<file path="config.mk">
export PLATFORM = sky130hd
export DESIGN_NAME = cpu_flag_branch_multiply
export DESIGN_NICKNAME = d
export VERILOG_FILES = /design/src/core/rotate_swap_unit.v /design/src/core/multiply_unit.v /design/src/core/cpu_flag_branch_multiply.v
export VERILOG_INCLUDE_DIRS = /design/src /design/src/core
export SDC_FILE = /design/constraint.sdc
export NUM_CORES = 1
export LEC_CHECK = 0
export ABC_CLOCK_PERIOD_IN_PS = 13500
export BUFFER_PORTS_ARGS = -buffer_cell sky130_fd_sc_hd__buf_2
export CAP_MARGIN = 20
export CORE_UTILIZATION = 50
export DETAILED_ROUTE_END_ITERATION = 6
export GPL_ROUTABILITY_DRIVEN = 0
export GPL_TIMING_DRIVEN = 0
export PLACE_DENSITY = 0.74
export SYNTH_ARGS = -nofsm -noshare
export SYNTH_HDL_FRONTEND = slang
export SYNTH_SLANG_ARGS = --single-unit
</file>
<file path="constraint.sdc">
create_clock -name clk_in -period 13.5 [get_ports clk_in]
set_input_delay 1.35 -clock clk_in [delete_from_list [all_inputs] [get_ports clk_in]]
set_output_delay 1.35 -clock clk_in [all_outputs]
set_load 0.005 [all_outputs]
</file>
<file path="src/core/cpu_flag_branch_multiply_regs.vh">
/*
  Constants for the flag, branch, call and multiply execution unit:
  operation codes, stack and vector constants.
  Assumes inclusion by bare name from design files under core/.
*/
`ifndef CPU_FLAG_BRANCH_MULTIPLY_REGS_VH
`define CPU_FLAG_BRANCH_MULTIPLY_REGS_VH

// Operation codes presented by instruction decode
`define OP_NOP 5'h00
`define OP_ADD 5'h01
`define OP_ADC 5'h02
`define OP_SUB 5'h03
`define OP_SBB 5'h04
`define OP_CMP 5'h05
`define OP_RR 5'h06
`define OP_RRC 5'h07
`define OP_RL 5'h08
`define OP_RLC 5'h09
`define OP_SWAP 5'h0a
`define OP_MPY 5'h0b
`define OP_JC 5'h0c
`define OP_JNC 5'h0d
`define OP_JZ 5'h0e
`define OP_JNZ 5'h0f
`define OP_JP 5'h10
`define OP_JN 5'h11
`define OP_JPZ 5'h12
`define OP_CALL 5'h13
`define OP_TRAP 5'h14
`define OP_RETURN_FROM_SUBROUTINE 5'h15

// Stack and vector table
`define SP_RESET 8'h01
`define VEC_TOP 16'hffff
`define TRAP_SOFT_MIN 5'h04
`define TRAP_MAX 5'h17

`endif

</file>
<file path="src/core/rotate_swap_unit.v">
/*
  Combinational rotate and nibble swap unit.
  Assumes the caller supplies the current carry and a rotate selector.
*/
module rotate_swap_unit (
  input wire [4:0] sel_in,
  input wire [7:0] data_in,
  input wire carry_in,
  output reg [7:0] res_out,
  output reg carry_out
);

`include "cpu_flag_branch_multiply_regs.vh"

  // One rotate per selector; unknown selector passes data through
  always @* begin
    res_out = data_in;
    carry_out = carry_in;
    case (sel_in)
      `OP_RR: begin
        res_out = {data_in[0], data_in[7:1]};
        carry_out = data_in[0];
      end
      `OP_RRC: begin // 9-bit loop through carry
        res_out = {carry_in, data_in[7:1]};
        carry_out = data_in[0];
      end
      `OP_RL: begin
        res_out = {data_in[6:0], data_in[7]};
        carry_out = data_in[7];
      end
      `OP_RLC: begin
        res_out = {data_in[6:0], carry_in};
        carry_out = data_in[7];
      end
      `OP_SWAP: begin // Four left rotations
        res_out = {data_in[3:0], data_in[7:4]};
        carry_out = data_in[4];
      end
      default: begin
        res_out = data_in;
        carry_out = carry_in;
      end
    endcase
  end

endmodule

</file>
<file path="src/core/multiply_unit.v">
/*
  Combinational unsigned 8x8 shift-and-add multiplier.
  Assumes the caller registers the product; the path is one cycle long.
*/
module multiply_unit (
  input wire [7:0] a_in,
  input wire [7:0] b_in,
  output wire [15:0] prod_out
);

  wire [15:0] part [0:7]; // Partial product rows
  wire [15:0] acc [0:8]; // Running sums

  assign acc[0] = 16'h0000;

  // One row per multiplier bit; sum never exceeds 16 bits
  genvar i;
  generate
    for (i = 0; i < 8; i = i + 1) begin : row
      assign part[i] = b_in[i] ? ({8'h00, a_in} << i) : 16'h0000;
      assign acc[i+1] = acc[i] + part[i];
    end
  endgenerate

  assign prod_out = acc[8];

endmodule

</file>
<file path="src/core/cpu_flag_branch_multiply.v">
/*
  Execution unit for arithmetic flags, conditional jumps, rotates,
  multiply, subroutine call, vectored call and return.
  Assumes decode holds an operation with op_valid_in until op_ready_out,
  a stack RAM and a program memory each answering a read one cycle
  after the read strobe, and the register file taking written results.
*/
module cpu_flag_branch_multiply (
  input wire clk_in,
  input wire rstn_in,
  input wire ce_in,
  input wire op_valid_in,
  input wire [4:0] op_code_in,
  input wire [7:0] dst_in,
  input wire [7:0] src_in,
  input wire [15:0] target_in,
  input wire [15:0] ret_pc_in,
  input wire [4:0] trap_num_in,
  input wire [7:0] stk_rdata_in,
  input wire [7:0] mem_rdata_in,
  output wire op_ready_out,
  output wire done_out,
  output wire [7:0] result_out,
  output wire result_we_out,
  output wire [7:0] upper_product_out,
  output wire [7:0] lower_product_out,
  output wire product_we_out,
  output wire carry_out,
  output wire msb_out,
  output wire equal_out,
  output wire pc_load_out,
  output wire [15:0] pc_next_out,
  output wire branch_taken_out,
  output wire stk_we_out,
  output wire stk_re_out,
  output wire [7:0] stk_addr_out,
  output wire [7:0] stk_wdata_out,
  output wire mem_rd_out,
  output wire [15:0] mem_addr_out,
  output wire [7:0] sp_out
);

`include "cpu_flag_branch_multiply_regs.vh"

  // Sequencer states
  localparam [2:0] S_IDLE = 3'h0; // Ready for the next operation
  localparam [2:0] S_PUSH = 3'h1; // Second push byte
  localparam [2:0] S_VEC1 = 3'h2; // Vector high byte read
  localparam [2:0] S_VEC2 = 3'h3; // Vector low byte read
  localparam [2:0] S_VEC3 = 3'h4; // Vector high byte arrives
  localparam [2:0] S_POP1 = 3'h5; // Second pop read
  localparam [2:0] S_POP2 = 3'h6; // Low byte arrives
  localparam [2:0] S_POP3 = 3'h7; // High byte arrives

  // Control and flag state
  reg [2:0] state_q; // Sequencer state
  reg carry_q; // Borrowless bit
  reg msb_q; // Top bit of last result
  reg equal_q; // Result zero / operands equal / upper product byte zero
  reg [7:0] sp_q; // Stack pointer
  reg is_trap_q; // Call in flight is vectored
  reg [4:0] trap_q; // Vector number in flight
  reg [15:0] ret_q; // Return address being pushed
  reg [15:0] tgt_q; // Call target being built
  reg [7:0] pop_lo_q; // Popped low byte

  // Output registers
  reg done_q;
  reg [7:0] result_q;
  reg result_we_q;
  reg [7:0] upper_q;
  reg [7:0] lower_q;
  reg product_we_q;
  reg pc_load_q;
  reg [15:0] pc_next_q;
  reg taken_q;
  reg stk_we_q;
  reg stk_re_q;
  reg [7:0] stk_addr_q;
  reg [7:0] stk_wdata_q;
  reg mem_rd_q;
  reg [15:0] mem_addr_q;

  // Datapath wires
  wire is_sub; // Subtracting form of the adder
  wire carry_in_w; // Adder carry input
  wire [7:0] operand_b; // Source, inverted for subtraction
  wire [8:0] sum9; // Nine-bit sum, bit 8 is carry / no-borrow
  wire [7:0] rot_res; // Rotate unit result
  wire rot_carry; // Rotate unit carry
  wire [15:0] prod; // Multiplier result
  wire take_op; // Operation accepted this cycle

  // Returns the low-byte address of a vector entry
  function [15:0] vec_lsb;
    input [4:0] num;
    begin
      vec_lsb = `VEC_TOP - {10'h000, num, 1'b0};
    end
  endfunction

  // Jump condition from the three flags; JP tests msb and equal, each other form one flag
  function jump_cond;
    input [4:0] op;
    input c;
    input n;
    input z;
    begin
      case (op)
        `OP_JC: jump_cond = c;
        `OP_JNC: jump_cond = ~c;
        `OP_JZ: jump_cond = z;
        `OP_JNZ: jump_cond = ~z;
        `OP_JP: jump_cond = ~n & ~z;
        `OP_JN: jump_cond = n;
        `OP_JPZ: jump_cond = ~n;
        default: jump_cond = 1'b0;
      endcase
    end
  endfunction

  // One adder serves add, subtract and compare: d + ~s + 1 subtracts
  assign is_sub = (op_code_in == `OP_SUB) || (op_code_in == `OP_SBB) ||
                  (op_code_in == `OP_CMP);
  assign operand_b = is_sub ? ~src_in : src_in;
  // Plain forms fix the carry in; chained forms reuse the flag
  assign carry_in_w = (op_code_in == `OP_ADC) ? carry_q :
                      (op_code_in == `OP_SBB) ? carry_q :
                      is_sub;
  assign sum9 = {1'b0, dst_in} + {1'b0, operand_b} + {8'h00, carry_in_w};

  assign take_op = op_valid_in && (state_q == S_IDLE);

  // Rotates and swap
  rotate_swap_unit i_rotate_swap_unit (
    .sel_in(op_code_in),
    .data_in(dst_in),
    .carry_in(carry_q),
    .res_out(rot_res),
    .carry_out(rot_carry)
  );

  // Multiplier: destination times source
  multiply_unit i_multiply_unit (
    .a_in(dst_in),
    .b_in(src_in),
    .prod_out(prod)
  );

  // Main sequencer, flags and registered outputs; ce_in freezes all but reset
  always @(posedge clk_in) begin
    if (!rstn_in) begin
      state_q <= S_IDLE;
      carry_q <= 1'b0;
      msb_q <= 1'b0;
      equal_q <= 1'b0;
      sp_q <= `SP_RESET;
      is_trap_q <= 1'b0;
      trap_q <= 5'h00;
      ret_q <= 16'h0000;
      tgt_q <= 16'h0000;
      pop_lo_q <= 8'h00;
      done_q <= 1'b0;
      result_q <= 8'h00;
      result_we_q <= 1'b0;
      upper_q <= 8'h00;
      lower_q <= 8'h00;
      product_we_q <= 1'b0;
      pc_load_q <= 1'b0;
      pc_next_q <= 16'h0000;
      taken_q <= 1'b0;
      stk_we_q <= 1'b0;
      stk_re_q <= 1'b0;
      stk_addr_q <= 8'h00;
      stk_wdata_q <= 8'h00;
      mem_rd_q <= 1'b0;
      mem_addr_q <= 16'h0000;
    end else if (ce_in) begin
      // Strobes default low; each lasts one cycle
      done_q <= 1'b0;
      result_we_q <= 1'b0;
      product_we_q <= 1'b0;
      pc_load_q <= 1'b0;
      taken_q <= 1'b0;
      stk_we_q <= 1'b0;
      stk_re_q <= 1'b0;
      mem_rd_q <= 1'b0;
      case (state_q)
        S_IDLE: begin
          if (take_op) begin
            case (op_code_in)
              `OP_ADD, `OP_ADC, `OP_SUB, `OP_SBB: begin
                result_q <= sum9[7:0];
                result_we_q <= 1'b1;
                carry_q <= sum9[8];
                msb_q <= sum9[7];
                equal_q <= (sum9[7:0] == 8'h00);
                done_q <= 1'b1;
              end
              `OP_CMP: begin
                // Flags only; no write strobe
                carry_q <= sum9[8]; // No borrow when d >= s
                msb_q <= sum9[7];
                equal_q <= (dst_in == src_in);
                done_q <= 1'b1;
              end
              `OP_RR, `OP_RRC, `OP_RL, `OP_RLC, `OP_SWAP: begin
                result_q <= rot_res;
                result_we_q <= 1'b1;
                carry_q <= rot_carry;
                msb_q <= rot_res[7];
                equal_q <= (rot_res == 8'h00);
                done_q <= 1'b1;
              end
              `OP_MPY: begin
                upper_q <= prod[15:8];
                lower_q <= prod[7:0];
                product_we_q <= 1'b1;
                // Product cannot overflow, so carry is cleared
                carry_q <= 1'b0;
                msb_q <= prod[15];
                equal_q <= (prod[15:8] == 8'h00);
                done_q <= 1'b1;
              end
              `OP_JC, `OP_JNC, `OP_JZ, `OP_JNZ,
              `OP_JP, `OP_JN, `OP_JPZ: begin
                // Flags are read, never written, by a jump
                taken_q <= jump_cond(op_code_in, carry_q, msb_q, equal_q);
                pc_load_q <= jump_cond(op_code_in, carry_q, msb_q,
                                       equal_q);
                pc_next_q <= target_in;
                done_q <= 1'b1;
              end
              `OP_CALL, `OP_TRAP: begin
                if ((op_code_in == `OP_TRAP) &&
                    (trap_num_in > `TRAP_MAX)) begin
                  // No vector beyond the table: ignored
                  done_q <= 1'b1;
                end else begin
                  // First push: return high byte
                  ret_q <= ret_pc_in;
                  tgt_q <= target_in;
                  is_trap_q <= (op_code_in == `OP_TRAP);
                  trap_q <= trap_num_in;
                  sp_q <= sp_q + 8'h01;
                  stk_we_q <= 1'b1;
                  stk_addr_q <= sp_q + 8'h01;
                  stk_wdata_q <= ret_pc_in[15:8];
                  state_q <= S_PUSH;
                end
              end
              `OP_RETURN_FROM_SUBROUTINE: begin
                // Low byte sits on top
                stk_re_q <= 1'b1;
                stk_addr_q <= sp_q;
                sp_q <= sp_q - 8'h01;
                state_q <= S_POP1;
              end
              default: begin
                // Unknown or no-op code completes with no effect
                done_q <= 1'b1;
              end
            endcase
          end
        end
        S_PUSH: begin
          // Second push: return low byte
          sp_q <= sp_q + 8'h01;
          stk_we_q <= 1'b1;
          stk_addr_q <= sp_q + 8'h01;
          stk_wdata_q <= ret_q[7:0];
          if (is_trap_q) begin
            state_q <= S_VEC1;
          end else begin
            // Direct call jumps once both bytes are queued
            pc_load_q <= 1'b1;
            taken_q <= 1'b1;
            pc_next_q <= tgt_q;
            done_q <= 1'b1;
            state_q <= S_IDLE;
          end
        end
        S_VEC1: begin
          // High byte at the lower address
          mem_rd_q <= 1'b1;
          mem_addr_q <= vec_lsb(trap_q) - 16'h0001;
          state_q <= S_VEC2;
        end
        S_VEC2: begin
          // Low byte address
          mem_rd_q <= 1'b1;
          mem_addr_q <= vec_lsb(trap_q);
          state_q <= S_VEC3;
        end
        S_VEC3: begin
          // High byte answered for the first read
          tgt_q[15:8] <= mem_rdata_in;
          state_q <= S_POP3;
          is_trap_q <= 1'b1;
        end
        S_POP1: begin
          // High byte is one below
          stk_re_q <= 1'b1;
          stk_addr_q <= sp_q;
          sp_q <= sp_q - 8'h01;
          is_trap_q <= 1'b0;
          state_q <= S_POP2;
        end
        S_POP2: begin
          pop_lo_q <= stk_rdata_in;
          state_q <= S_POP3;
        end
        S_POP3: begin
          // Shared finish: vector low byte or popped high byte
          pc_load_q <= 1'b1;
          taken_q <= 1'b1;
          if (is_trap_q) begin
            pc_next_q <= {tgt_q[15:8], mem_rdata_in};
          end else begin
            pc_next_q <= {stk_rdata_in, pop_lo_q};
          end
          is_trap_q <= 1'b0;
          done_q <= 1'b1;
          state_q <= S_IDLE;
        end
        default: begin
          state_q <= S_IDLE;
        end
      endcase
    end
  end

  // Ready is combinational so decode can issue back to back
  assign op_ready_out = (state_q == S_IDLE);
  assign done_out = done_q;
  assign result_out = result_q;
  assign result_we_out = result_we_q;
  assign upper_product_out = upper_q;
  assign lower_product_out = lower_q;
  assign product_we_out = product_we_q;
  assign carry_out = carry_q;
  assign msb_out = msb_q;
  assign equal_out = equal_q;
  assign pc_load_out = pc_load_q;
  assign pc_next_out = pc_next_q;
  assign branch_taken_out = taken_q;
  assign stk_we_out = stk_we_q;
  assign stk_re_out = stk_re_q;
  assign stk_addr_out = stk_addr_q;
  assign stk_wdata_out = stk_wdata_q;
  assign mem_rd_out = mem_rd_q;
  assign mem_addr_out = mem_addr_q;
  assign sp_out = sp_q;

endmodule

</file>
Word-level counts from Yosys, hierarchy flattened
Index checks and enable logic that the tools add are counted.
W data, S select, Z words.

operators by class
  $add $sub $neg = 13
  $mul = 0
  divide/modulo/power cells = 0
  $lt $le $gt $ge = 1
  eq/ne operators = 37
  shifts and indexed selects = 0
  mux-type cells = 70
  bitwise operators = 6
  reductions and logical operators = 42

operators by type and width
  cell                     count
  $mux W16                 7
  $add A16 B16 Y16         5
  $pmux W8 S2              5
  $mux W8                  8
  $pmux W16 S3             1
  $pmux W8 S3              2
  $eq A5 B4 Y1 const B     8
  $pmux W8 S5              1
  $reduce_and A5 Y1        7
  $pmux W16 S2             1
  $eq A5 B5 Y1 const B     6
  $logic_not A8 Y1         3
  $mux W1                  22
  $pmux W3 S7              1
  $eq A5 B3 Y1 const B     4
  $reduce_and A4 Y1        5
  $pmux W1 S3              6
  $add A16 B14 Y16         1
  $add A16 B15 Y16         1
  $sub A16 B1 Y16 const B  1
  $mux W15                 1
  $mux W14                 1
  $mux W13                 1
  $eq A3 B3 Y1 const B     4
  other kinds (41)         67

storage, ports and cells
  bits in registers = 131
  bits in latches = 0
  RAM bits = 0
  ROM bits = 0
  word-level logic and storage cells = 194
  memories kept = 0

Longest topological paths before layout
Gate-level depths: netlist (run 1).

  word-level depth = 10
  depth in mapped cells = 18
  mapped depth without buffers = 17

Cells and area by module
From an unflattened synthesis (run 1), not the netlist that was laid out.

second synthesis, totals
  cell total of the unflattened synthesis = 993
  area total of the unflattened synthesis = 8,927.3 sq um

by module, submodules not included
  module                    times used  cells an instance  area an instance (sq um)
  cpu_flag_branch_multiply  1           739                6,645.1
  multiply_unit             1           208                1,888.1
  rotate_swap_unit          1           46                 394.1

Least setup slack after synthesis (run 1)
No wires, ideal clock.

  path type = input -> register
  start = in dst_in[2]
  end = reg upper_q[6], in the netlist upper_product_out[6]
  library setup time = 0.070 ns
  arrival time = 5.435 ns
  required time = 13.430 ns
  setup slack = 7.994 ns
  stages = 16
  path buffers = 1
  cell sequence = clkbuf_1 -> and2_1 -> fa_1 -> fa_1 -> fa_1 -> inv_1 -> fa_1 -> inv_1 -> ha_1 -> a21o_1 -> a21oi_1 -> o221ai_1 -> or4b_2 -> o211ai_1 -> nand2_1 -> a21oi_1

between the ends
  longest elaborated chain between the ends = 8
  elaborated cells on any way between the ends = 15
  classes of those cells = 7 x add/sub; 8 x mux

ends and longest elaborated chain
  element                                    line                            RTL
  start, declared                            cpu_flag_branch_multiply.v:14   input wire [7:0] dst_in,
  $mux W8 / $mux W9 (equally long branches)  multiply_unit.v:20              assign part[i] = b_in[i] ? ({8'h00, a_in} << i) : 16'h0000;
  $add A16 B16 Y16 (5 in series)             multiply_unit.v:21              assign acc[i+1] = acc[i] + part[i];
  $add A16 B14 Y16                           multiply_unit.v:21
  $add A16 B15 Y16 (*)                       multiply_unit.v:21
  end signal, assigned                       cpu_flag_branch_multiply.v:216  upper_q <= prod[15:8];
  end, declared                              cpu_flag_branch_multiply.v:71   reg [7:0] upper_q;

Every way passes the cells marked *; elsewhere a longest branch is shown, timed or not.
A chain may end at the register's enable or synchronous reset.

Final worst setup path (run 1)
  start = in dst_in[1]
  end = reg equal_q, in the netlist equal_out

between the ends
  longest elaborated chain between the ends = 10
  elaborated cells on any way between the ends = 23
  classes of those cells = 9 x add/sub; 1 x eq/ne; 10 x mux; 3 x reduce/logical

ends and longest elaborated chain
  element                                    line                            RTL
  $mux W8 / $mux W9 (equally long branches)  multiply_unit.v:20
  $add A16 B16 Y16 (5 in series)             multiply_unit.v:21
  $add A16 B14 Y16                           multiply_unit.v:21
  $add A16 B15 Y16                           multiply_unit.v:21
  $logic_not A8 Y1                           cpu_flag_branch_multiply.v:222  equal_q <= (prod[15:8] == 8'h00);
  $pmux W1 S4 (*)                            cpu_flag_branch_multiply.v:191  case (op_code_in)
  end signal, assigned                       cpu_flag_branch_multiply.v:197  equal_q <= (sum9[7:0] == 8'h00);
  end signal, assigned                       cpu_flag_branch_multiply.v:204  equal_q <= (dst_in == src_in);
  end signal, assigned                       cpu_flag_branch_multiply.v:222
  end, declared                              cpu_flag_branch_multiply.v:59   reg equal_q;

Marks and branches as above.

==> flow_summary.html, run 1 <==
<table>
<tr><th>Metric</th><th>Value</th></tr>
<tr><th colspan="2">Synth</th></tr>
<tr><td>Count of flip-flops with a built-in enable after synthesis</td><td>0</td></tr>
<tr><td>Commonest cells in the synthesized netlist</td><td>nand2_1, dfxtp_1, nor2_1, a21oi_1, ha_1</td></tr>
<tr><td>Share of flip-flops with an asynchronous set or reset</td><td>0%</td></tr>
<tr><td>Synthesis-stage register bit count</td><td>122</td></tr>
<tr><td>Synth Cell Area</td><td>0.00835 sq mm</td></tr>
<tr><td>Number of different library cells in the post-synthesis netlist</td><td>75</td></tr>
<tr><td>Synth area leaders</td><td>dfxtp_1, fa_1, ha_1</td></tr>
<tr><td>Leading cell type by number of instances after synthesis</td><td>nand2_1</td></tr>
<tr><td>Prevailing post-synth register cell</td><td>dfxtp_1</td></tr>
<tr><td>Largest area contributor in the synthesized netlist</td><td>dfxtp_1</td></tr>
<tr><td>Yosys synthesis warning count</td><td>0</td></tr>
<tr><td>Net count of the mapped netlist</td><td>1,181</td></tr>
<tr><td>Fraction of post-synthesis cell area in the top cell type by area</td><td>29.3%</td></tr>
<tr><td>Gate count of the mapped netlist</td><td>1,013</td></tr>
<tr><td>Mapped Avg Cell Area</td><td>8.24 sq um</td></tr>
<tr><td>Sequential cell area fraction in the yosys report</td><td>29.3%</td></tr>
<tr><th colspan="2">Clock tree</th></tr>
<tr><td>Post_cts resized</td><td>0</td></tr>
<tr><td>Source-to-sink clock delay at the later pin of the worst-skew pair</td><td>410 ps</td></tr>
<tr><td>Quantity of hold-fixing buffers added after cts</td><td>0</td></tr>
<tr><td>Number of CTS-inserted buffers</td><td>17</td></tr>
<tr><td>CTS root buffer</td><td>clkbuf_16</td></tr>
<tr><td>H-tree depth</td><td>4</td></tr>
<tr><td>CTS tree</td><td>yes</td></tr>
<tr><td>Number of clock sinks</td><td>122</td></tr>
<tr><td>Clock tree buffer depth</td><td>2</td></tr>
<tr><td>Number of setup buffers added after CTS</td><td>0</td></tr>
<tr><td>Clk pin slew, worst setup/hold paths</td><td>50 ps</td></tr>
<tr><th colspan="2">Power and ir drop</th></tr>
<tr><td>Worst VDD drop</td><td>0.0878 mV</td></tr>
<tr><td>Power density of the placed cells</td><td>118 mW/mm^2</td></tr>
<tr><td>LEAKAGE</td><td>4.28 nW</td></tr>
<tr><td>Tot Pwr</td><td>1.18 mW</td></tr>
<tr><th colspan="2">Timing</th></tr>
<tr><td>PnR worst setup slack</td><td>7660 ps</td></tr>
<tr><td>Highest achievable clock rate</td><td>171 MHz</td></tr>
<tr><td>Worst-case headroom to the max-slew limit</td><td>40.8%</td></tr>
<tr><td>Setup tns final</td><td>0 ps</td></tr>
<tr><td>Unrepaired setup endpoints after global routing</td><td>no</td></tr>
<tr><td>Final clock period utilization by the worst path</td><td>43.2%</td></tr>
<tr><td>Slew at the pin with the worst max-slew slack</td><td>882 ps</td></tr>
<tr><td>Clock Skew</td><td>7.19 ps</td></tr>
<tr><td>Total setup violations reported at the end of the flow</td><td>0</td></tr>
<tr><td>Final-report hold violation count</td><td>0</td></tr>
<tr><td>Clock period minus final worst setup slack</td><td>5840 ps</td></tr>
<tr><td>Max-slew violation count</td><td>0</td></tr>
<tr><th colspan="2">Route</th></tr>
<tr><td>Routed vias/inst</td><td>5.71</td></tr>
<tr><td>Wire length per cell after detailed routing</td><td>16.8 microns</td></tr>
<tr><td>Post-route antenna net violation count</td><td>0</td></tr>
<tr><td>Routed vias</td><td>8,107</td></tr>
<tr><td>Pre-Repair DR Iteration Count</td><td>7</td></tr>
<tr><td>Detailed router's first-iteration violation count</td><td>749</td></tr>
<tr><td>Final routed DRC violation total</td><td>7</td></tr>
<tr><td>Wire length reported by the detailed router</td><td>23,800 microns</td></tr>
<tr><th colspan="2">Outcome</th></tr>
<tr><td>Status</td><td>complete, but fails checks</td></tr>
<tr><td>Violations in the final reports</td><td>DRC</td></tr>
<tr><th colspan="2">Cells and area</th></tr>
<tr><td>Layout cells sized above 1</td><td>19.4%</td></tr>
<tr><td>Antenna cell count</td><td>0</td></tr>
<tr><td>Number of nets in the layout</td><td>1,364</td></tr>
<tr><td>Count of non-filler cells in the finished layout</td><td>1,421</td></tr>
<tr><td>Layout overhead on the synthesized area</td><td>19.8%</td></tr>
<tr><th colspan="2">Floorplanning</th></tr>
<tr><td>Chip Height</td><td>131 microns</td></tr>
<tr><td>Die Area</td><td>0.0172 sq mm</td></tr>
<tr><td>Die span in x</td><td>131 microns</td></tr>
<tr><td>Starting density of the core</td><td>51.8%</td></tr>
<tr><td>Boundary Pins</td><td>170</td></tr>
<tr><td>Core Footprint</td><td>0.0161 sq mm</td></tr>
<tr><td>Count of standard-cell rows</td><td>46</td></tr>
<tr><th colspan="2">Placed design</th></tr>
<tr><td>Instance count after placement with tap cells included</td><td>1,393</td></tr>
<tr><td>Minimum setup slack after placement</td><td>7250 ps</td></tr>
<tr><td>HPWL Detailed</td><td>18,300 microns</td></tr>
<tr><td>Buffers on Ports</td><td>164</td></tr>
<tr><th colspan="2">Setup path</th></tr>
<tr><td>Register-to-Register Setup Slack</td><td>10,230 ps</td></tr>
<tr><td>CP Launch Type</td><td>primary input</td></tr>
<tr><td>Crit-path max FO</td><td>10</td></tr>
<tr><td>Worst R2R Path Depth</td><td>11</td></tr>
<tr><td>Reg2Reg Capture Point</td><td>equal_out$_SDFFE_PN0P_</td></tr>
<tr><td>Critical path data required time</td><td>13,800 ps</td></tr>
<tr><td>Critical R2R Launch</td><td>carry_out$_SDFFE_PN0P_</td></tr>
<tr><td>Path type of the worst setup path</td><td>in -&gt; reg</td></tr>
<tr><td>Type of element capturing the critical path</td><td>register</td></tr>
<tr><td>Crit path DAT</td><td>6140 ps</td></tr>
<tr><th colspan="2">GRT</th></tr>
<tr><td>Global-route wire length before repair</td><td>38,500 microns</td></tr>
<tr><td>Maximum number of pins on one net before global-route repair</td><td>17</td></tr>
<tr><td>Antenna violations before repair</td><td>0</td></tr>
<tr><td>Total routing usage reported by global routing</td><td>28.0%</td></tr>
<tr><td>Sum of overflow across all layers after global routing</td><td>0</td></tr>
<tr><td>Via count of the first global-routing pass</td><td>7,598</td></tr>
<tr><th colspan="2">Worst hold path</th></tr>
<tr><td>Class of the tightest hold or removal check</td><td>reg -&gt; reg</td></tr>
<tr><td>Startpoint of the most critical hold path</td><td>tgt_q[7]$_SDFFE_PN0P_</td></tr>
<tr><td>End point of the most critical hold path</td><td>tgt_q[7]$_SDFFE_PN0P_</td></tr>
<tr><td>Cell count of the worst hold path</td><td>2</td></tr>
<tr><th colspan="2">Flow run</th></tr>
<tr><td>Max-cap check violation count</td><td>0</td></tr>
</table>
## area by class of cell
class | instances | area [sq um]
timing repair buffer | 164 | 821
sequential | 122 | 2440
buffer | 69 | 315
fill | 1479 | 6110
tap | 216 | 270
multi-input combinational | 773 | 5410
inverter | 49 | 184
clock inverter | 8 | 97.6
clock buffer | 20 | 467
## metrics by stage
step / hold slack [ps] / util, % / instance area, sq um
3_5_place_dp: 446 / 58.6 / 9440
6_report: 453 / 62.1 / 10000
4_1_cts: 454 / 62.1 / 10000
2_1_floorplan: 436 / - / 8350
3_3_place_gp: 440 / 58.6 / 9440
5_1_grt: 465 / 62.1 / 10000
## logic make-up after synthesis
| family | count (synthesis) | synth area share, % |
|---|---|---|
| mux | 18 | 2.16 |
| compound gates | 250 | 20.0 |
| fa+ha+maj | 90 | 17.1 |
| simple gates | 375 | 21.3 |
| flops | 122 | 29.3 |
| buf+inv | 118 | 5.98 |
| xor+xnor | 40 | 4.20 |
## critical path: stages
cell and delay [ps]:
buf_2 140, clkbuf_1 430, and2_1 240, fa_1 420, fa_1 520, fa_1 540
inv_1 50, fa_1 540, inv_1 50, ha_1 370, a21o_1 190, a21oi_1 200
o21a_1 210, nor3_1 70, nor3_1 320, nand4_1 140, o41ai_1 350
## power breakdown
group	internal [mW]	switching [mW]	total [mW]	leakage (nW)
Clock	0.281	0.156	0.437	0.283
Sequential	0.370	0.00577	0.376	0.986
Combinational	0.151	0.214	0.365	3.01
Total	0.802	0.375	1.18	4.28
## sequential cells by signal, summed over array words and instances (netlist names)
| register | count |
|---|---|
| tgt_q | 16 |
| done_out | 1 |
| sp_out | 8 |
| carry_out | 1 |
| stk_we_out | 1 |
| ret_q | 8 |
| lower_product_out | 8 |
| product_we_out | 1 |
| stk_wdata_out | 8 |
| result_out | 8 |
| mem_addr_out | 7 |
| state_q | 3 |
| stk_addr_out | 8 |
| equal_out | 1 |
| msb_out | 1 |
| upper_product_out | 8 |
| mem_rd_out | 1 |
| is_trap_q | 1 |
| branch_taken_out | 1 |
| pop_lo_q | 8 |
| trap_q | 5 |
| result_we_out | 1 |
| pc_next_out | 16 |
| stk_re_out | 1 |
## placed cells by master, fill, tap and decap left out, types with 9 or more instances in the layout
master,instances
nand2_1,136
and2_1,43
clkbuf_16,17
a21oi_1,88
nor3_1,10
nand2b_1,12
clkbuf_1,41
a222oi_1,9
o21ai_0,32
nand3_1,13
xnor2_1,30
inv_1,46
a221oi_1,9
fa_1,40
nor2_1,109
ha_1,50
a211oi_1,46
xor2_1,10
dfxtp_1,122
mux2i_1,18
buf_4,11
buf_2,176
## per-layer routing
| metal | global-route usage (%) | part of all wire (%) |
|---|---|---|
| met1 | 37.5 | 44 |
| met2 | 44.5 | 45 |
| met3 | 5.94 | 8.6 |
| met4 | 9.48 | 2.2 |
| met5 | 0 | 0 |
## worst max path at each step
stage	from	to	cells after the start
2_1_floorplan	dst_in[2]	upper_product_out[6]$_SDFFE_PN0P_	16
3_3_place_gp	dst_in[1]	equal_out$_SDFFE_PN0P_	17
3_5_place_dp	dst_in[1]	equal_out$_SDFFE_PN0P_	17
4_1_cts	dst_in[1]	equal_out$_SDFFE_PN0P_	17
5_1_grt	dst_in[1]	equal_out$_SDFFE_PN0P_	17
6_report	dst_in[1]	equal_out$_SDFFE_PN0P_	17
No activity file was read; power rests on OpenSTA's default activity.
==> inputs of run 2 (changes only) <==
Settings changed: ABC_AREA set to 1, ABC_CLOCK_PERIOD_IN_PS 13500 to 5340, PLACE_DENSITY 0.74 to 0.76.
Clock period 13.5 ns to 5.34 ns, I/O delays scaled along.
==> run 2 against run 1 <==
  * The run now ends clean
  * Via count rose by 15%
  * Synthesized cell count rose by 30%
  * Count of clock-buffer cells in the layout fell by 2
  * Critical path type unchanged
  * Largest power group is now combinational cells
==> flow_summary.html, run 2 <==
<table>
<tr><th>Metric</th><th>Value</th></tr>
<tr><th colspan="2">Clock tree</th></tr>
<tr><td>H-tree depth</td><td>4</td></tr>
<tr><td>Number of clock sinks</td><td>122</td></tr>
<tr><td>Clk pin slew, worst setup/hold paths</td><td>60 ps</td></tr>
<tr><td>CTS root buffer</td><td>clkbuf_16</td></tr>
<tr><td>Number of CTS-inserted buffers</td><td>17</td></tr>
<tr><td>Number of setup buffers added after CTS</td><td>0</td></tr>
<tr><td>Quantity of hold-fixing buffers added after cts</td><td>0</td></tr>
<tr><td>CTS tree</td><td>yes</td></tr>
<tr><td>Clock tree buffer depth</td><td>2</td></tr>
<tr><td>Post_cts resized</td><td>0</td></tr>
<tr><td>Source-to-sink clock delay at the later pin of the worst-skew pair</td><td>430 ps</td></tr>
<tr><th colspan="2">Floorplanning</th></tr>
<tr><td>Core Footprint</td><td>0.0174 sq mm</td></tr>
<tr><td>Count of standard-cell rows</td><td>48</td></tr>
<tr><td>Starting density of the core</td><td>51.4%</td></tr>
<tr><td>Chip Height</td><td>136 microns</td></tr>
<tr><td>Die Area</td><td>0.0184 sq mm</td></tr>
<tr><td>Boundary Pins</td><td>170</td></tr>
<tr><td>Die span in x</td><td>136 microns</td></tr>
<tr><th colspan="2">Setup path</th></tr>
<tr><td>Reg2Reg Capture Point</td><td>equal_out$_SDFFE_PN0P_</td></tr>
<tr><td>Cells along the critical path</td><td>buf_2, clkbuf_1, nand2_1, fa_1, fa_1, fa_1, inv_1, fa_1, ha_1, a21oi_1, nor2_1, nor2_1, nand2_1, nand2_1, nand2_1, nor2_1, nand4_1, nand3_1, nand2_1, inv_1</td></tr>
<tr><td>Crit path DAT</td><td>5090 ps</td></tr>
<tr><td>CP Launch Type</td><td>primary input</td></tr>
<tr><td>Slowest stage cell, crit path</td><td>fa_1</td></tr>
<tr><td>Critical Path Max Stage Delay</td><td>550 ps</td></tr>
<tr><td>Crit-path max FO</td><td>10</td></tr>
<tr><td>Path type of the worst setup path</td><td>in -&gt; reg</td></tr>
<tr><td>Type of element capturing the critical path</td><td>register</td></tr>
<tr><td>Worst R2R Path Depth</td><td>16</td></tr>
<tr><td>Critical R2R Launch</td><td>carry_out$_SDFFE_PN0P_</td></tr>
<tr><td>Cell repeated most along the worst path</td><td>nand2_1</td></tr>
<tr><td>Register-to-Register Setup Slack</td><td>2880 ps</td></tr>
<tr><td>Critical path data required time</td><td>5710 ps</td></tr>
<tr><th colspan="2">Route</th></tr>
<tr><td>Post-route antenna net violation count</td><td>0</td></tr>
<tr><td>Routed vias</td><td>9,316</td></tr>
<tr><td>Wire length reported by the detailed router</td><td>26,100 microns</td></tr>
<tr><td>Wire length per cell after detailed routing</td><td>14.9 microns</td></tr>
<tr><td>Routed vias/inst</td><td>5.34</td></tr>
<tr><td>Final routed DRC violation total</td><td>0</td></tr>
<tr><td>Pre-Repair DR Iteration Count</td><td>5</td></tr>
<tr><td>Detailed router's first-iteration violation count</td><td>878</td></tr>
<tr><th colspan="2">Cells and area</th></tr>
<tr><td>Antenna cell count</td><td>0</td></tr>
<tr><td>Final Core Density</td><td>61.3%</td></tr>
<tr><td>Number of nets in the layout</td><td>1,676</td></tr>
<tr><td>Most common cell after layout, fill and taps aside</td><td>nand2_1</td></tr>
<tr><td>Highest-count cells in the layout ignoring fill and taps</td><td>nand2_1, inv_1, buf_2, dfxtp_1, a21oi_1</td></tr>
<tr><td>Layout overhead on the synthesized area</td><td>19.1%</td></tr>
<tr><td>Layout cells sized above 1</td><td>18.0%</td></tr>
<tr><td>Fillers</td><td>1,662</td></tr>
<tr><td>Count of non-filler cells in the finished layout</td><td>1,746</td></tr>
<tr><td>Area of all placed cells without fillers</td><td>0.0107 sq mm</td></tr>
<tr><th colspan="2">Worst hold path</th></tr>
<tr><td>Startpoint of the most critical hold path</td><td>ret_pc_in[11]</td></tr>
<tr><td>Class of the tightest hold or removal check</td><td>in -&gt; reg</td></tr>
<tr><td>Cell count of the worst hold path</td><td>3</td></tr>
<tr><td>End point of the most critical hold path</td><td>stk_wdata_out[3]$_SDFFE_PN0P_</td></tr>
<tr><th colspan="2">Timing</th></tr>
<tr><td>Clock Skew</td><td>15.1 ps</td></tr>
<tr><td>Unrepaired setup endpoints after global routing</td><td>no</td></tr>
<tr><td>Final clock period utilization by the worst path</td><td>88.4%</td></tr>
<tr><td>Final-report hold violation count</td><td>0</td></tr>
<tr><td>Highest achievable clock rate</td><td>212 MHz</td></tr>
<tr><td>Slew at the pin with the worst max-slew slack</td><td>663 ps</td></tr>
<tr><td>Max-slew violation count</td><td>0</td></tr>
<tr><td>Clock period minus final worst setup slack</td><td>4720 ps</td></tr>
<tr><td>Worst-case headroom to the max-slew limit</td><td>55.6%</td></tr>
<tr><td>Total setup violations reported at the end of the flow</td><td>0</td></tr>
<tr><td>Min Hold Slack</td><td>375 ps</td></tr>
<tr><td>PnR worst setup slack</td><td>619 ps</td></tr>
<tr><td>Setup tns final</td><td>0 ps</td></tr>
<tr><th colspan="2">Synth</th></tr>
<tr><td>Largest area contributor in the synthesized netlist</td><td>dfxtp_1</td></tr>
<tr><td>Synthesis-stage register bit count</td><td>122</td></tr>
<tr><td>Number of different library cells in the post-synthesis netlist</td><td>42</td></tr>
<tr><td>Share of flip-flops with an asynchronous set or reset</td><td>0%</td></tr>
<tr><td>Commonest cells in the synthesized netlist</td><td>nand2_1, inv_1, dfxtp_1, a21oi_1, o21ai_0</td></tr>
<tr><td>Net count of the mapped netlist</td><td>1,489</td></tr>
<tr><td>Mapped Avg Cell Area</td><td>6.78 sq um</td></tr>
<tr><td>Leading cell type by number of instances after synthesis</td><td>nand2_1</td></tr>
<tr><td>Synth area leaders</td><td>dfxtp_1, nand2_1, fa_1</td></tr>
<tr><td>Synth Cell Area</td><td>0.00895 sq mm</td></tr>
<tr><td>Yosys synthesis warning count</td><td>0</td></tr>
<tr><td>Fraction of post-synthesis cell area in the top cell type by area</td><td>27.3%</td></tr>
<tr><td>Gate count of the mapped netlist</td><td>1,321</td></tr>
<tr><td>Sequential cell area fraction in the yosys report</td><td>27.3%</td></tr>
<tr><td>Prevailing post-synth register cell</td><td>dfxtp_1</td></tr>
<tr><td>Count of flip-flops with a built-in enable after synthesis</td><td>0</td></tr>
<tr><th colspan="2">Outcome</th></tr>
<tr><td>Status</td><td>complete, no violations</td></tr>
<tr><th colspan="2">Power and ir drop</th></tr>
<tr><td>Net load switching power</td><td>1.35 mW</td></tr>
<tr><td>LEAKAGE</td><td>5.57 nW</td></tr>
<tr><td>Flop pwr share</td><td>29.5%</td></tr>
<tr><td>Tot Pwr</td><td>3.50 mW</td></tr>
<tr><td>Power density of the placed cells</td><td>328 mW/mm^2</td></tr>
<tr><td>Share of power burned in the clock network</td><td>33.5%</td></tr>
<tr><td>Combinational group share of total power</td><td>37.1%</td></tr>
<tr><td>Worst VDD drop</td><td>0.243 mV</td></tr>
<tr><td>Switch share</td><td>38.4%</td></tr>
<tr><td>Internal power of the cells</td><td>2.16 mW</td></tr>
<tr><th colspan="2">GRT</th></tr>
<tr><td>Global-route wire length before repair</td><td>41,700 microns</td></tr>
<tr><td>Maximum number of pins on one net before global-route repair</td><td>17</td></tr>
<tr><td>Via count of the first global-routing pass</td><td>8,531</td></tr>
<tr><td>Total routing usage reported by global routing</td><td>28.9%</td></tr>
<tr><td>Antenna violations before repair</td><td>0</td></tr>
<tr><td>Sum of overflow across all layers after global routing</td><td>0</td></tr>
<tr><th colspan="2">Placed design</th></tr>
<tr><td>HPWL Detailed</td><td>20,400 microns</td></tr>
<tr><td>Minimum setup slack after placement</td><td>237 ps</td></tr>
<tr><td>Buffers on Ports</td><td>168</td></tr>
<tr><td>Post-detailed-placement cell area</td><td>0.0101 sq mm</td></tr>
<tr><td>Instance count after placement with tap cells included</td><td>1,714</td></tr>
<tr><th colspan="2">Flow run</th></tr>
<tr><td>Max-cap check violation count</td><td>0</td></tr>
</table>
==> run 2: changes by cell type after synthesis, sizes merged, moves of 11 or more <==
cell | previous run | this run
o21ai | 33 | 116
mux2i | 18 | 0
inv | 46 | 209
nand3 | 13 | 75
nand2b | 13 | 0
and2 | 43 | 0
nand4 | 3 | 18
a31oi | 8 | 19
nor2 | 109 | 91
o211ai | 5 | 21
a211oi | 48 | 1
nand2 | 136 | 332
a21oi | 88 | 110
xnor2 | 30 | 4
==> run 2: cell type report <==
type	instances	area (sq um)	area share [%]
inverters	211	792	7.42
clock inverters	14	161	1.51
clock buffers	18	429	4.02
flip-flops and latches	122	2440	22.9
well taps	225	282	2.64
multi-input cells	918	5380	50.4
plain buffers	70	342	3.20
repair buffers	168	841	7.88
==> run 2: worst max path at each step <==
stage	depth (start not counted)	startpoint	slack [ps]	endpoint
floorplan	18	dst_in[2]	1100	equal_out$_SDFFE_PN0P_
global placement	21	dst_in[3]	250	equal_out$_SDFFE_PN0P_
detailed placement	21	dst_in[5]	240	equal_out$_SDFFE_PN0P_
CTS	21	dst_in[5]	670	equal_out$_SDFFE_PN0P_
global route	21	dst_in[3]	310	equal_out$_SDFFE_PN0P_
finish	20	dst_in[2]	620	equal_out$_SDFFE_PN0P_
==> run 2: logic make-up (layout without fill, tap and decap cells) <==
family                     Yosys count  after routing  share of synthesized area (%)
buffers and inverters              281            481                           12.7
and+or+nand+nor                    533            533                           25.4
DFF                                122            122                           27.3
xor gates and xnor gates            18             18                           1.76
adders and majority gates           90             90                           15.9
AOI/OAI and AO/OA                  277            277                           17.0
==> run 2: power by group through the flow <==
stage          logic, mW  registers, mW  clock network, mW
2_1_floorplan      0.920           1.05                  0
3_3_place_gp        1.26           1.05                  0
3_5_place_dp        1.28           1.05                  0
4_1_cts             1.29           1.03               1.17
5_1_grt             1.49           1.04               1.22
6_report            1.30           1.03               1.17
==> run 2: routing by layer <==
metal	vias up	track usage (%)	part of all wire [%]
met5	-	0	0
met4	0	11.8	3.3
met3	66	5.78	8.9
met2	412	47.1	46
met1	4229	37.2	42
li1	4609	-	-
==> run 2: critical path, delay by kind of cell <==
| kind | cells | cell delay (ps) |
|---|---|---|
| adders and majority gates | 5 | 2400 |
| and+or+nand+nor | 10 | 1110 |
| AOI/OAI and AO/OA | 1 | 300 |
| buffers and inverters | 4 | 710 |
